`src/rtl/uart_fifo_ctrl_map.svh`:
```
`ifndef UART_FIFO_CTRL_MAP_SVH
`define UART_FIFO_CTRL_MAP_SVH
`define UFC_ISR_OFS     12'h000
`define UFC_FCR_OFS     12'h004
`define UFC_FCR_EN      0
`define UFC_FCR_RXF     1
`define UFC_FCR_TXF     2
`define UFC_FCR_DMA     3
`define UFC_FCR_TRG_LO  6
`define UFC_FCR_TRG_HI  7
`define UFC_FIFO_DEPTH  5'h10
`define UFC_TRIG_00     5'h01
`define UFC_TRIG_01     5'h04
`define UFC_TRIG_10     5'h08
`define UFC_TRIG_11     5'h0E
`define UFC_CODE_NONE   6'h01
`define UFC_CODE_LINE   6'h06
`define UFC_CODE_RXDATA 6'h04
`define UFC_CODE_TMO    6'h0C
`define UFC_CODE_THR    6'h02
`define UFC_CODE_MODEM  6'h00
`define UFC_CODE_XOFF   6'h10
`define UFC_CODE_FLOW   6'h20
`endif

```
`src/rtl/uart_fifo_ctrl_pkg.sv`:
```
`default_nettype none
package uart_fifo_ctrl_pkg;
  typedef enum logic [2:0] {
    SRC_NONE    = 3'h0,
    SRC_LINE    = 3'h1,
    SRC_RXDATA  = 3'h2,
    SRC_TIMEOUT = 3'h3,
    SRC_THR     = 3'h4,
    SRC_MODEM   = 3'h5,
    SRC_XOFF    = 3'h6,
    SRC_FLOW    = 3'h7
  } irq_source_t;
endpackage
`default_nettype wire

```
`src/rtl/uart_fifo_ctrl_irq_status.sv`:
```
`include "uart_fifo_ctrl_map.svh"
`default_nettype none
module uart_fifo_ctrl_irq_status (
  input  wire logic        clk,
  input  wire logic        rst_b,
  input  wire logic        psel,
  input  wire logic        penable,
  input  wire logic        pwrite,
  input  wire logic [11:0] paddr,
  input  wire logic [31:0] pwdata,
  output logic      [31:0] prdata,
  output logic             pready,
  output logic             pslverr,
  input  wire logic [4:0]  tx_fifo_count,
  input  wire logic [4:0]  rx_fifo_count,
  input  wire logic        rx_timeout,
  input  wire logic        line_status_event,
  input  wire logic        thr_empty,
  input  wire logic        modem_status_event,
  input  wire logic        xoff_detected,
  input  wire logic        xon_received,
  input  wire logic        flow_change_event,
  input  wire logic        efr_enable,
  input  wire logic        ier_rx_data,
  input  wire logic        ier_thr,
  input  wire logic        ier_line,
  input  wire logic        ier_modem,
  input  wire logic        ier_xoff,
  input  wire logic        ier_flow,
  output logic             fifo_enable,
  output logic             dma_mode,
  output logic [4:0]       rx_trigger_level,
  output logic             tx_flush,
  output logic             rx_flush,
  output logic             transmit_dma_request_n,
  output logic             receive_dma_request_n,
  output logic             irq
);

  function automatic logic [4:0] trigger_of(input logic [1:0] field);
    case (field)
      2'h0:    trigger_of = `UFC_TRIG_00;
      2'h1:    trigger_of = `UFC_TRIG_01;
      2'h2:    trigger_of = `UFC_TRIG_10;
      default: trigger_of = `UFC_TRIG_11;
    endcase
  endfunction

  function automatic logic [5:0] code_of(input uart_fifo_ctrl_pkg::irq_source_t src);
    case (src)
      uart_fifo_ctrl_pkg::SRC_LINE:    code_of = `UFC_CODE_LINE;
      uart_fifo_ctrl_pkg::SRC_RXDATA:  code_of = `UFC_CODE_RXDATA;
      uart_fifo_ctrl_pkg::SRC_TIMEOUT: code_of = `UFC_CODE_TMO;
      uart_fifo_ctrl_pkg::SRC_THR:     code_of = `UFC_CODE_THR;
      uart_fifo_ctrl_pkg::SRC_MODEM:   code_of = `UFC_CODE_MODEM;
      uart_fifo_ctrl_pkg::SRC_XOFF:    code_of = `UFC_CODE_XOFF;
      uart_fifo_ctrl_pkg::SRC_FLOW:    code_of = `UFC_CODE_FLOW;
      default:                         code_of = `UFC_CODE_NONE;
    endcase
  endfunction

  logic        fifo_en_r;
  logic        dma_r;
  logic [1:0]  trig_field_r;
  logic        tx_flush_r;
  logic        rx_flush_r;
  logic        line_pend_r;
  logic        tmo_pend_r;
  logic        thr_pend_r;
  logic        modem_pend_r;
  logic        xoff_pend_r;
  logic        flow_pend_r;
  logic        thr_empty_q_r;
  logic        rx_hold_r;
  logic [31:0] prdata_r;
  logic        err_r;
  uart_fifo_ctrl_pkg::irq_source_t read_src_r;
  uart_fifo_ctrl_pkg::irq_source_t cur_src;
  logic        rx_level_hit;
  logic        rx_data_pend;
  logic [7:0]  isr_value;
  logic        setup_ph;
  logic        access_ph;
  logic        fcr_wr;
  logic        isr_rd;
  logic        hit_isr;
  logic        hit_fcr;

  assign setup_ph  = psel & ~penable;
  assign access_ph = psel & penable;
  assign hit_isr   = (paddr == `UFC_ISR_OFS);
  assign hit_fcr   = (paddr == `UFC_FCR_OFS);
  assign fcr_wr    = access_ph & pwrite & hit_fcr;
  assign isr_rd    = access_ph & ~pwrite & hit_isr;

  // FIFO control register
  always_ff @(posedge clk or negedge rst_b) begin
    if (!rst_b) begin
      fifo_en_r    <= 1'b0;
      dma_r        <= 1'b0;
      trig_field_r <= 2'h0;
    end else if (fcr_wr) begin
      fifo_en_r <= pwdata[`UFC_FCR_EN];
      if (pwdata[`UFC_FCR_EN]) begin
        dma_r        <= pwdata[`UFC_FCR_DMA];
        trig_field_r <= pwdata[`UFC_FCR_TRG_HI:`UFC_FCR_TRG_LO];
      end
    end
  end

  // Flush bits exist only as one-cycle strobes, so they always read back clear
  always_ff @(posedge clk or negedge rst_b) begin
    if (!rst_b) begin
      tx_flush_r <= 1'b0;
      rx_flush_r <= 1'b0;
    end else begin
      tx_flush_r <= fcr_wr & pwdata[`UFC_FCR_EN] & pwdata[`UFC_FCR_TXF];
      rx_flush_r <= fcr_wr & pwdata[`UFC_FCR_EN] & pwdata[`UFC_FCR_RXF];
    end
  end

  assign fifo_enable      = fifo_en_r;
  assign dma_mode         = dma_r;
  assign rx_trigger_level = trigger_of(trig_field_r);
  assign tx_flush         = tx_flush_r;
  assign rx_flush         = rx_flush_r;

  // Level compare, so the FIFO may fill past the trigger and stay raised
  assign rx_level_hit = fifo_en_r ? (rx_fifo_count >= trigger_of(trig_field_r))
                                  : (rx_fifo_count != 5'h00);
  assign rx_data_pend = rx_level_hit;

  // Receive request latch for block mode
  always_ff @(posedge clk or negedge rst_b) begin
    if (!rst_b) begin
      rx_hold_r <= 1'b0;
    end else if (rx_fifo_count == 5'h00 || rx_flush_r) begin
      rx_hold_r <= 1'b0;
    end else if (rx_level_hit || rx_timeout) begin
      rx_hold_r <= 1'b1;
    end
  end

  always_comb begin
    if (fifo_en_r && dma_r) begin
      transmit_dma_request_n = (tx_fifo_count == `UFC_FIFO_DEPTH);
      receive_dma_request_n  = ~(rx_hold_r | ((rx_level_hit | rx_timeout) & (rx_fifo_count != 5'h00)));
    end else begin
      transmit_dma_request_n = (tx_fifo_count != 5'h00);
      receive_dma_request_n  = (rx_fifo_count == 5'h00);
    end
  end

  // Sticky sources; a set in the same cycle as the read clear wins
  always_ff @(posedge clk or negedge rst_b) begin
    if (!rst_b) begin
      thr_empty_q_r <= 1'b0;
    end else begin
      thr_empty_q_r <= thr_empty;
    end
  end

  always_ff @(posedge clk or negedge rst_b) begin
    if (!rst_b) begin
      line_pend_r  <= 1'b0;
      tmo_pend_r   <= 1'b0;
      thr_pend_r   <= 1'b0;
      modem_pend_r <= 1'b0;
      flow_pend_r  <= 1'b0;
    end else begin
      line_pend_r  <= line_status_event | (line_pend_r &
                      ~(isr_rd && read_src_r == uart_fifo_ctrl_pkg::SRC_LINE));
      tmo_pend_r   <= rx_timeout | (tmo_pend_r & ~rx_flush_r &
                      ~(isr_rd && read_src_r == uart_fifo_ctrl_pkg::SRC_TIMEOUT));
      thr_pend_r   <= (thr_empty & ~thr_empty_q_r) | (thr_pend_r & thr_empty &
                      ~(isr_rd && read_src_r == uart_fifo_ctrl_pkg::SRC_THR));
      modem_pend_r <= modem_status_event | (modem_pend_r &
                      ~(isr_rd && read_src_r == uart_fifo_ctrl_pkg::SRC_MODEM));
      flow_pend_r  <= flow_change_event | (flow_pend_r &
                      ~(isr_rd && read_src_r == uart_fifo_ctrl_pkg::SRC_FLOW));
    end
  end

  // Xoff is not read-cleared: only an Xon ends it
  always_ff @(posedge clk or negedge rst_b) begin
    if (!rst_b) begin
      xoff_pend_r <= 1'b0;
    end else if (xoff_detected) begin
      xoff_pend_r <= 1'b1;
    end else if (xon_received) begin
      xoff_pend_r <= 1'b0;
    end
  end

  // Fixed priority chain over enabled sources
  always_comb begin
    if (ier_line && line_pend_r) begin
      cur_src = uart_fifo_ctrl_pkg::SRC_LINE;
    end else if (ier_rx_data && rx_data_pend) begin
      cur_src = uart_fifo_ctrl_pkg::SRC_RXDATA;
    end else if (ier_rx_data && tmo_pend_r) begin
      cur_src = uart_fifo_ctrl_pkg::SRC_TIMEOUT;
    end else if (ier_thr && thr_pend_r) begin
      cur_src = uart_fifo_ctrl_pkg::SRC_THR;
    end else if (ier_modem && modem_pend_r) begin
      cur_src = uart_fifo_ctrl_pkg::SRC_MODEM;
    end else if (efr_enable && ier_xoff && xoff_pend_r) begin
      cur_src = uart_fifo_ctrl_pkg::SRC_XOFF;
    end else if (efr_enable && ier_flow && flow_pend_r) begin
      cur_src = uart_fifo_ctrl_pkg::SRC_FLOW;
    end else begin
      cur_src = uart_fifo_ctrl_pkg::SRC_NONE;
    end
  end

  assign isr_value = {fifo_en_r, fifo_en_r, code_of(cur_src)};
  assign irq       = (cur_src != uart_fifo_ctrl_pkg::SRC_NONE);

  // Read data is frozen at setup so the cleared source matches what was returned
  always_ff @(posedge clk or negedge rst_b) begin
    if (!rst_b) begin
      prdata_r   <= 32'h0000_0000;
      read_src_r <= uart_fifo_ctrl_pkg::SRC_NONE;
      err_r      <= 1'b0;
    end else if (setup_ph) begin
      err_r      <= ~(hit_isr | hit_fcr);
      read_src_r <= (hit_isr && !pwrite) ? cur_src : uart_fifo_ctrl_pkg::SRC_NONE;
      prdata_r   <= (hit_isr && !pwrite) ? {24'h00_0000, isr_value} : 32'h0000_0000;
    end
  end

  assign prdata  = prdata_r;
  assign pready  = access_ph;
  assign pslverr = access_ph & err_r;

  tx_block_full_a: assert property (@(posedge clk) disable iff (!rst_b)
    (fifo_en_r && dma_r) |-> (transmit_dma_request_n == (tx_fifo_count == `UFC_FIFO_DEPTH)))
    else $error("transmit request pin wrong in block mode");

  rx_block_low_a: assert property (@(posedge clk) disable iff (!rst_b)
    (fifo_en_r && dma_r && rx_hold_r && rx_fifo_count != 5'h00) |-> !receive_dma_request_n)
    else $error("receive request released before FIFO empty");

  tx_flush_pulse_a: assert property (@(posedge clk) disable iff (!rst_b)
    (fcr_wr && pwdata[`UFC_FCR_EN] && pwdata[`UFC_FCR_TXF]) |=> tx_flush ##1 !tx_flush)
    else $error("transmit flush not a single pulse");

  rx_flush_pulse_a: assert property (@(posedge clk) disable iff (!rst_b)
    (fcr_wr && pwdata[`UFC_FCR_EN] && pwdata[`UFC_FCR_RXF]) |=> rx_flush ##1 !rx_flush)
    else $error("receive flush not a single pulse");

  fifo_en_write_a: assert property (@(posedge clk) disable iff (!rst_b)
    fcr_wr |=> (fifo_enable == $past(pwdata[`UFC_FCR_EN])))
    else $error("FIFO enable did not follow write");

  gated_write_a: assert property (@(posedge clk) disable iff (!rst_b)
    (fcr_wr && !pwdata[`UFC_FCR_EN]) |=> ($stable(dma_mode) && $stable(rx_trigger_level) && !tx_flush && !rx_flush))
    else $error("control bits changed without FIFO enable");

  trigger_map_a: assert property (@(posedge clk) disable iff (!rst_b)
    rx_trigger_level == ((trig_field_r == 2'h0) ? 5'h01 : (trig_field_r == 2'h1) ? 5'h04 :
                         (trig_field_r == 2'h2) ? 5'h08 : 5'h0E))
    else $error("trigger level decode wrong");

  line_first_a: assert property (@(posedge clk) disable iff (!rst_b)
    (setup_ph && !pwrite && hit_isr && ier_line && line_pend_r) |=> (prdata[5:0] == 6'h06))
    else $error("line status not reported first");

  read_clear_a: assert property (@(posedge clk) disable iff (!rst_b)
    (isr_rd && read_src_r == uart_fifo_ctrl_pkg::SRC_MODEM && !modem_status_event) |=> !modem_pend_r)
    else $error("reported modem interrupt not cleared");

  enh_bits_a: assert property (@(posedge clk) disable iff (!rst_b)
    !efr_enable |-> (isr_value[5:4] == 2'h0))
    else $error("enhanced status bits set while disabled");

  xoff_hold_a: assert property (@(posedge clk) disable iff (!rst_b)
    (xoff_pend_r && !xon_received) |=> xoff_pend_r)
    else $error("Xoff status dropped without Xon");

  fifo_bits_a: assert property (@(posedge clk) disable iff (!rst_b)
    isr_value[7:6] == {2{fifo_enable}})
    else $error("FIFO enabled bits wrong");

  irq_status_a: assert property (@(posedge clk) disable iff (!rst_b)
    irq == !isr_value[0])
    else $error("interrupt output disagrees with status bit 0");

  rx_withdraw_a: assert property (@(posedge clk) disable iff (!rst_b)
    (fifo_en_r && rx_fifo_count < rx_trigger_level && cur_src == uart_fifo_ctrl_pkg::SRC_RXDATA) |-> 1'b0)
    else $error("receive data interrupt shown below trigger");

  irq_line_pend_a: assert property (@(posedge clk) disable iff (!rst_b)
    (ier_line && line_pend_r) |-> irq)
    else $error("interrupt output low with line status pending");

  xoff_code_a: assert property (@(posedge clk) disable iff (!rst_b)
    (cur_src == uart_fifo_ctrl_pkg::SRC_XOFF) |-> (isr_value[5:0] == 6'h10))
    else $error("Xoff status code wrong");

  flow_code_a: assert property (@(posedge clk) disable iff (!rst_b)
    (cur_src == uart_fifo_ctrl_pkg::SRC_FLOW) |-> (isr_value[5:0] == 6'h20))
    else $error("flow change status code wrong");

  modem_gated_a: assert property (@(posedge clk) disable iff (!rst_b)
    !ier_modem |-> (cur_src != uart_fifo_ctrl_pkg::SRC_MODEM))
    else $error("disabled modem source selected");

endmodule
`default_nettype wire

```
`config.mk`:
```
export PLATFORM = sky130hd
export DESIGN_NAME = uart_fifo_ctrl_irq_status
export DESIGN_NICKNAME = d
export VERILOG_FILES = /design/src/rtl/uart_fifo_ctrl_pkg.sv /design/src/rtl/uart_fifo_ctrl_irq_status.sv
export VERILOG_INCLUDE_DIRS = /design/src /design/src/rtl
export SDC_FILE = /design/constraint.sdc
export NUM_CORES = 1
export LEC_CHECK = 0
export BUFFER_PORTS_ARGS = -buffer_cell sky130_fd_sc_hd__buf_4
export CAP_MARGIN = 20
export CORE_UTILIZATION = 40
export DETAILED_ROUTE_END_ITERATION = 8
export PLACE_DENSITY_LB_ADDON = 0.1
export RECOVER_POWER = 100
export SETUP_SLACK_MARGIN = 0.15
export SYNTH_ARGS = -nofsm -noshare
export SYNTH_HDL_FRONTEND = slang
export SYNTH_SLANG_ARGS = --single-unit
```
`constraint.sdc`:
```
create_clock -name clk -period 2.39 [get_ports clk]
set_input_delay 0.1195 -clock clk [delete_from_list [all_inputs] [get_ports clk]]
set_output_delay 0.1195 -clock clk [all_outputs]
set_load 0.005 [all_outputs]
```
* Word-level counts from Yosys, hierarchy flattened *
Cells that the tools add are included.

word-level totals
  memory bits (read-only) = 0
  input bits = 73
  bits in registers = 50
  word-level logic and storage cells = 117
  latch bits = 0
  memories kept = 0
  output and inout port bits = 46
  RAM bits = 0

operators by class
  magnitude comparators = 1
  shifts and indexed selects = 0
  mux-type cells = 18
  bitwise gates (word level) = 38
  add/subtract/negate cells = 0
  reduce and logical (&&, ||, !) cells = 28
  multiply operators = 0
  divide/modulo/power cells = 0
  eq/ne operators = 16

operators with widths
  kind                 count
  $pmux 6 s7           1
  $mux 3               8
  $eq 3x3->1 const B   7
  $and 1x1->1          19
  $logic_and 1x1->1    16
  $eq 12x3->1 const B  1
  $logic_not 12->1     1
  $pmux 4 s3           1
  $not 1->1            11
  $reduce_bool 5->1    2
  $eq 3x2->1 const B   3
  $mux 8               1
  $or 1x1->1           8
  $mux 1               7
  $eq 3x1->1 const B   2
  $eq 5x5->1 const B   1
  $ge 5x5->1           1
  $logic_not 5->1      1
  $reduce_bool 2->1    2
  $reduce_bool 3->1    1
  $eq 2x1->1 const B   1
  $eq 2x2->1 const B   1
  $logic_not 2->1      1
  $logic_or 1x1->1     2
  other kinds (2)      2

* Depth between registers and ports, before layout *
  word-level depth = 12
  gate-level depth with buffers = 7
  depth with buffers taken out = 7

* Worst setup path before layout *
Ideal clock, no wire load.

  path kind = register to register
  start = register trig_field_r[1]
  end = register prdata_r[0], in the netlist prdata[0]
  period minus slack after synthesis = 1746 ps
  buffers on the path = 0
  slack = 644 ps
  library setup time = 122 ps
  data required time = 2268 ps
  stages on the path, launching flop included = 8
  arrival time = 1624 ps
  cells stage by stage = dfrtp_1 inv_1 ha_1 a211oi_1 nand2_1 o211ai_1 nand2b_2 a32o_1

between the ends
  cells in the longest elaborated chain, start to end = 10
  elaborated cells on any way between the ends = 18
  those cells by class = order compare: 1; eq/ne: 9; mux: 6; reduce/logical: 2

ends and longest elaborated chain
  what                                line                              source
  start: declaration                  uart_fifo_ctrl_irq_status.sv:64   logic [1:0] trig_field_r;
  start signal: assignment            uart_fifo_ctrl_irq_status.sv:106  trig_field_r <= pwdata[`UFC_FCR_TRG_HI:`UFC_FCR_TRG_LO];
  $eq 2x2->1 (tied with other cells)  uart_fifo_ctrl_irq_status.sv:41   case (field)
  $pmux 4 s3 (*)                      uart_fifo_ctrl_irq_status.sv:41
  $ge 5x5->1 (*)                      uart_fifo_ctrl_irq_status.sv:129  assign rx_level_hit = fifo_en_r ? (rx_fifo_count >= trigger_of(trig_field_r))
  $mux 1 (*)                          uart_fifo_ctrl_irq_status.sv:129
  $logic_and 1x1->1 (*)               uart_fifo_ctrl_irq_status.sv:199  end else if (ier_rx_data && rx_data_pend) begin
  $mux 3 (*)                          uart_fifo_ctrl_irq_status.sv:199
  $mux 3 (*)                          uart_fifo_ctrl_irq_status.sv:197  if (ier_line && line_pend_r) begin
  $eq 3x3->1 (tied with other cells)  uart_fifo_ctrl_irq_status.sv:50   case (src)
  $pmux 6 s7 (*)                      uart_fifo_ctrl_irq_status.sv:50
  $mux 8 (*)                          uart_fifo_ctrl_irq_status.sv:228  prdata_r <= (hit_isr && !pwrite) ? {24'h00_0000, isr_value} : 32'h0000_0000;
  end signal: assignment              uart_fifo_ctrl_irq_status.sv:228
  end: declaration                    uart_fifo_ctrl_irq_status.sv:75   logic [31:0] prdata_r;

Every way passes the cells marked *; elsewhere a longest branch is shown, timed or not.
A chain may end at the register's enable or synchronous reset.

* Worst setup path after layout *
  start = register trig_field_r[1]
  end = output port receive_dma_request_n

between the ends
  cells in the longest elaborated chain, start to end = 9
  elaborated cells on any way between the ends = 11
  those cells by class = order compare: 1; eq/ne: 2; mux: 3; bitwise: 4; reduce/logical: 1

ends and longest elaborated chain
  what                                line                              source
  $eq 2x2->1 (tied with other cells)  uart_fifo_ctrl_irq_status.sv:41
  $pmux 4 s3 (*)                      uart_fifo_ctrl_irq_status.sv:41
  $ge 5x5->1 (*)                      uart_fifo_ctrl_irq_status.sv:129
  $mux 1 (*)                          uart_fifo_ctrl_irq_status.sv:129
  $or 1x1->1 (*)                      uart_fifo_ctrl_irq_status.sv:147  receive_dma_request_n = ~(rx_hold_r | ((rx_level_hit | rx_timeout) & (rx_fifo_count != 5'h00)));
  $and 1x1->1 (*)                     uart_fifo_ctrl_irq_status.sv:147
  $or 1x1->1 (*)                      uart_fifo_ctrl_irq_status.sv:147
  $not 1->1 (*)                       uart_fifo_ctrl_irq_status.sv:147
  $mux 1 (*)                          uart_fifo_ctrl_irq_status.sv:145  if (fifo_en_r && dma_r) begin
  end: declaration                    uart_fifo_ctrl_irq_status.sv:36   output logic receive_dma_request_n,

Marked as above.

==> results.toml <==
[synthesis]
synth-async-reset-ratio_pct = 100.0
synth_edf_count = 0
syn_inst = 163
synth_cell_types = 42
synthFlopType = "dfrtp_1"
ys_warn_count = 0
synth.avg_cell_area_um2 = 9.434
netlist_area_um2 = 1538
yosysSeqAreaShare_pct = 40.68
ys_seq_elements = 25

[place]
dp_slack_ps = 441.9
io_buffer_count = 67
placed_cells = 273
gp_congestion = 0.7418
hpwl_um = 2850

[clock_tree]
numClockSinks = 25
h-tree-depth = 1
clkTransAtPathRegs_ps = 80
clkLatencyLatePin_ps = 270
cts_buffers = 3
clockRootBuffer = "clkbuf_8"
tritoncts = "yes"
clk_path_buf_depth = 2

[layout]
nFillCells = 339
most-common-layout-cells = "buf_4, conb_1, dfrtp_1"
antenna_cells = 0
syn_to_final_growth_pct = 36.37
largest_register_ffs = 7
final_nets = 315
drive_gt1_share_pct = 36.29
stdcell_count = 285
regArea_um2 = 625.6
final_common_cell = "buf_4"
multi_input_area_um2 = 775.7

[global_route]
gr-usage-all-layers_pct = 17.90
antenna_found_initial = 0
grt_max_degree = 26
grt_remaining_overflow = 0
grt_pass1_vias = 1343
grt_pass1_wl_um = 5740

[drt]
vias_per_cell = 5.046
remaining_drc_errors = 0
drt-pass1-iter-count = 4
wirelength_um = 3524
num_vias = 1438
drtAntennaViolNets = 0
routedWlPerCell_um = 12.36
drtIter0Drc = 16

[worst_setup_path]
crit_required_ps = 2270
worstSetupPathType = "flip-flop to primary output"
endpoint_kind = "primary output"
cp.arrival_ps = 1990
critPathLaunchType = "flip-flop"
critPathMaxFanout = 4

[sta]
post-route-period-util_pct = 88.20
setup_violations = 0
relSlewSlack_pct = 12.53
fin_crit_ps = 2108
setup_tns_ps = 0
hold_violations = 0
layout_setup_ws_ps = 282.1
max_freq_mhz = 474.4
fin_skew_ps = 1.310
tightest_slew_ps = 1312
maxSlewViolCount = 0
rsz0062_at_grt = "false"

[outcome]
outcome = "finished, final reports clean"

[min_path]
hold_path.class = "input pin to flip-flop"

[floorplanning]
ios = 119
initial_core_util_pct = 42.00
floorplan.die.width_um = 64
dieHeight_um = 64
row_count = 22
core_area_um2 = 3661
fp.dieArea_um2 = 4096

[power]
peakVddDrop_mv = 0.1869
p_leak_nw = 1.010
power_density_nw_per_um2 = 390.4

[flow_run]
cap_violations = 0
layout make-up:
cell class | count | share of cell area, %
Multi-Input combinational cell | 123 | 36.99
Sequential cell | 25 | 29.83
Timing Repair Buffer | 76 | 26.55
Tap cell | 48 | 2.864
Clock buffer | 4 | 2.148
Inverter | 9 | 1.611
critical path: stages (launching register included):
cell and delay [ps]:
dfrtp_1 410, inv_1 100, ha_4 210, a211oi_2 170, nand2_1 150, buf_4 180
nor3_2 100, a31oi_1 100, a31oi_1 180, buf_4 140
synthesized netlist by cell type (all sizes together), types with 2 or more instances:
master	instances	area, µm²
buf	26	195.2
dfrtp	25	625.6
nand2	16	60.06
inv	9	33.78
nor2	7	26.28
nand3	6	30.03
nor3	6	41.29
o21ai	5	25.02
a21o	4	30.03
clkbuf	4	15.01
ha	4	50.05
mux2	4	45.04
nor4	4	25.02
o31ai	4	30.03
a22oi	3	22.52
a31oi	3	18.77
a32o	3	30.03
nand3b	3	22.52
o211ai	3	27.52
a21boi	2	15.01
a21oi	2	10.01
and2	2	12.51
nand2b	2	15.02
nand4	2	12.51
or3	2	17.52
or4	2	18.77
layer usage:
| metal | GRT usage (%) | part of all wire, % |
|---|---|---|
| met1 | 20.70 | 42 |
| met2 | 33.51 | 52 |
| met3 | 2.500 | 5.4 |
| met4 | 5.682 | 0.96 |
| met5 | 0 | 0 |
path summary, 6_finish.rpt:
path,start,depth (start not counted),endpoint,slack [ps]
hold reg to reg,thr_empty_q_r,1,thr_pend_r,420
min in group asynchronous,rst_b,2,prdata[1],660
setup reg to reg,trig_field_r[0],8,prdata[5],300
setup / recovery,trig_field_r[1],9,receive_dma_request_n,280
hold / removal,xoff_detected,2,xoff_pend_r,20
max in group asynchronous,rst_b,2,trig_field_r[0],960
power breakdown:
| group | switching, W | total, W | internal (W) |
|---|---|---|---|
| Combinational | 0.0000658 | 0.000140 | 0.0000745 |
| Clock | 0.000130 | 0.000250 | 0.000119 |
| Sequential | 0.00000264 | 0.000429 | 0.000426 |
through the flow:
step           total power, W  util, %  hold WS, ps  instance area (µm²)
2_1_floorplan       0.0005162        -       -176.1                 1628
3_3_place_gp        0.0005673    54.31        41.60                 1988
3_5_place_dp        0.0005722    54.31        42.18                 1988
4_1_cts             0.0008227    56.49        17.65                 2068
5_1_grt             0.0008660    57.28        10.12                 2097
6_report            0.0008186    57.28        21.28                 2097
cell families after synthesis:
| logic type | count (synthesis) | share of synthesized area (%) |
|---|---|---|
| AOI/OAI and AO/OA | 34 | 16.92 |
| adders and majority gates | 4 | 3.255 |
| buffers and inverters | 39 | 15.87 |
| DFF | 25 | 40.68 |
| muxes | 4 | 2.929 |
| other | 1 | 0.2439 |
| and+or+nand+nor | 56 | 20.10 |
what timing repair did:
item,in CTS,in global routing
setup endpoints to repair,1,1
hold endpoints to repair,26,0
pin swaps,0,4
resized for setup,0,5
buffers inserted,2,4
hold buffers,2,0
Note: power is estimated with default switching activity, not from simulation.
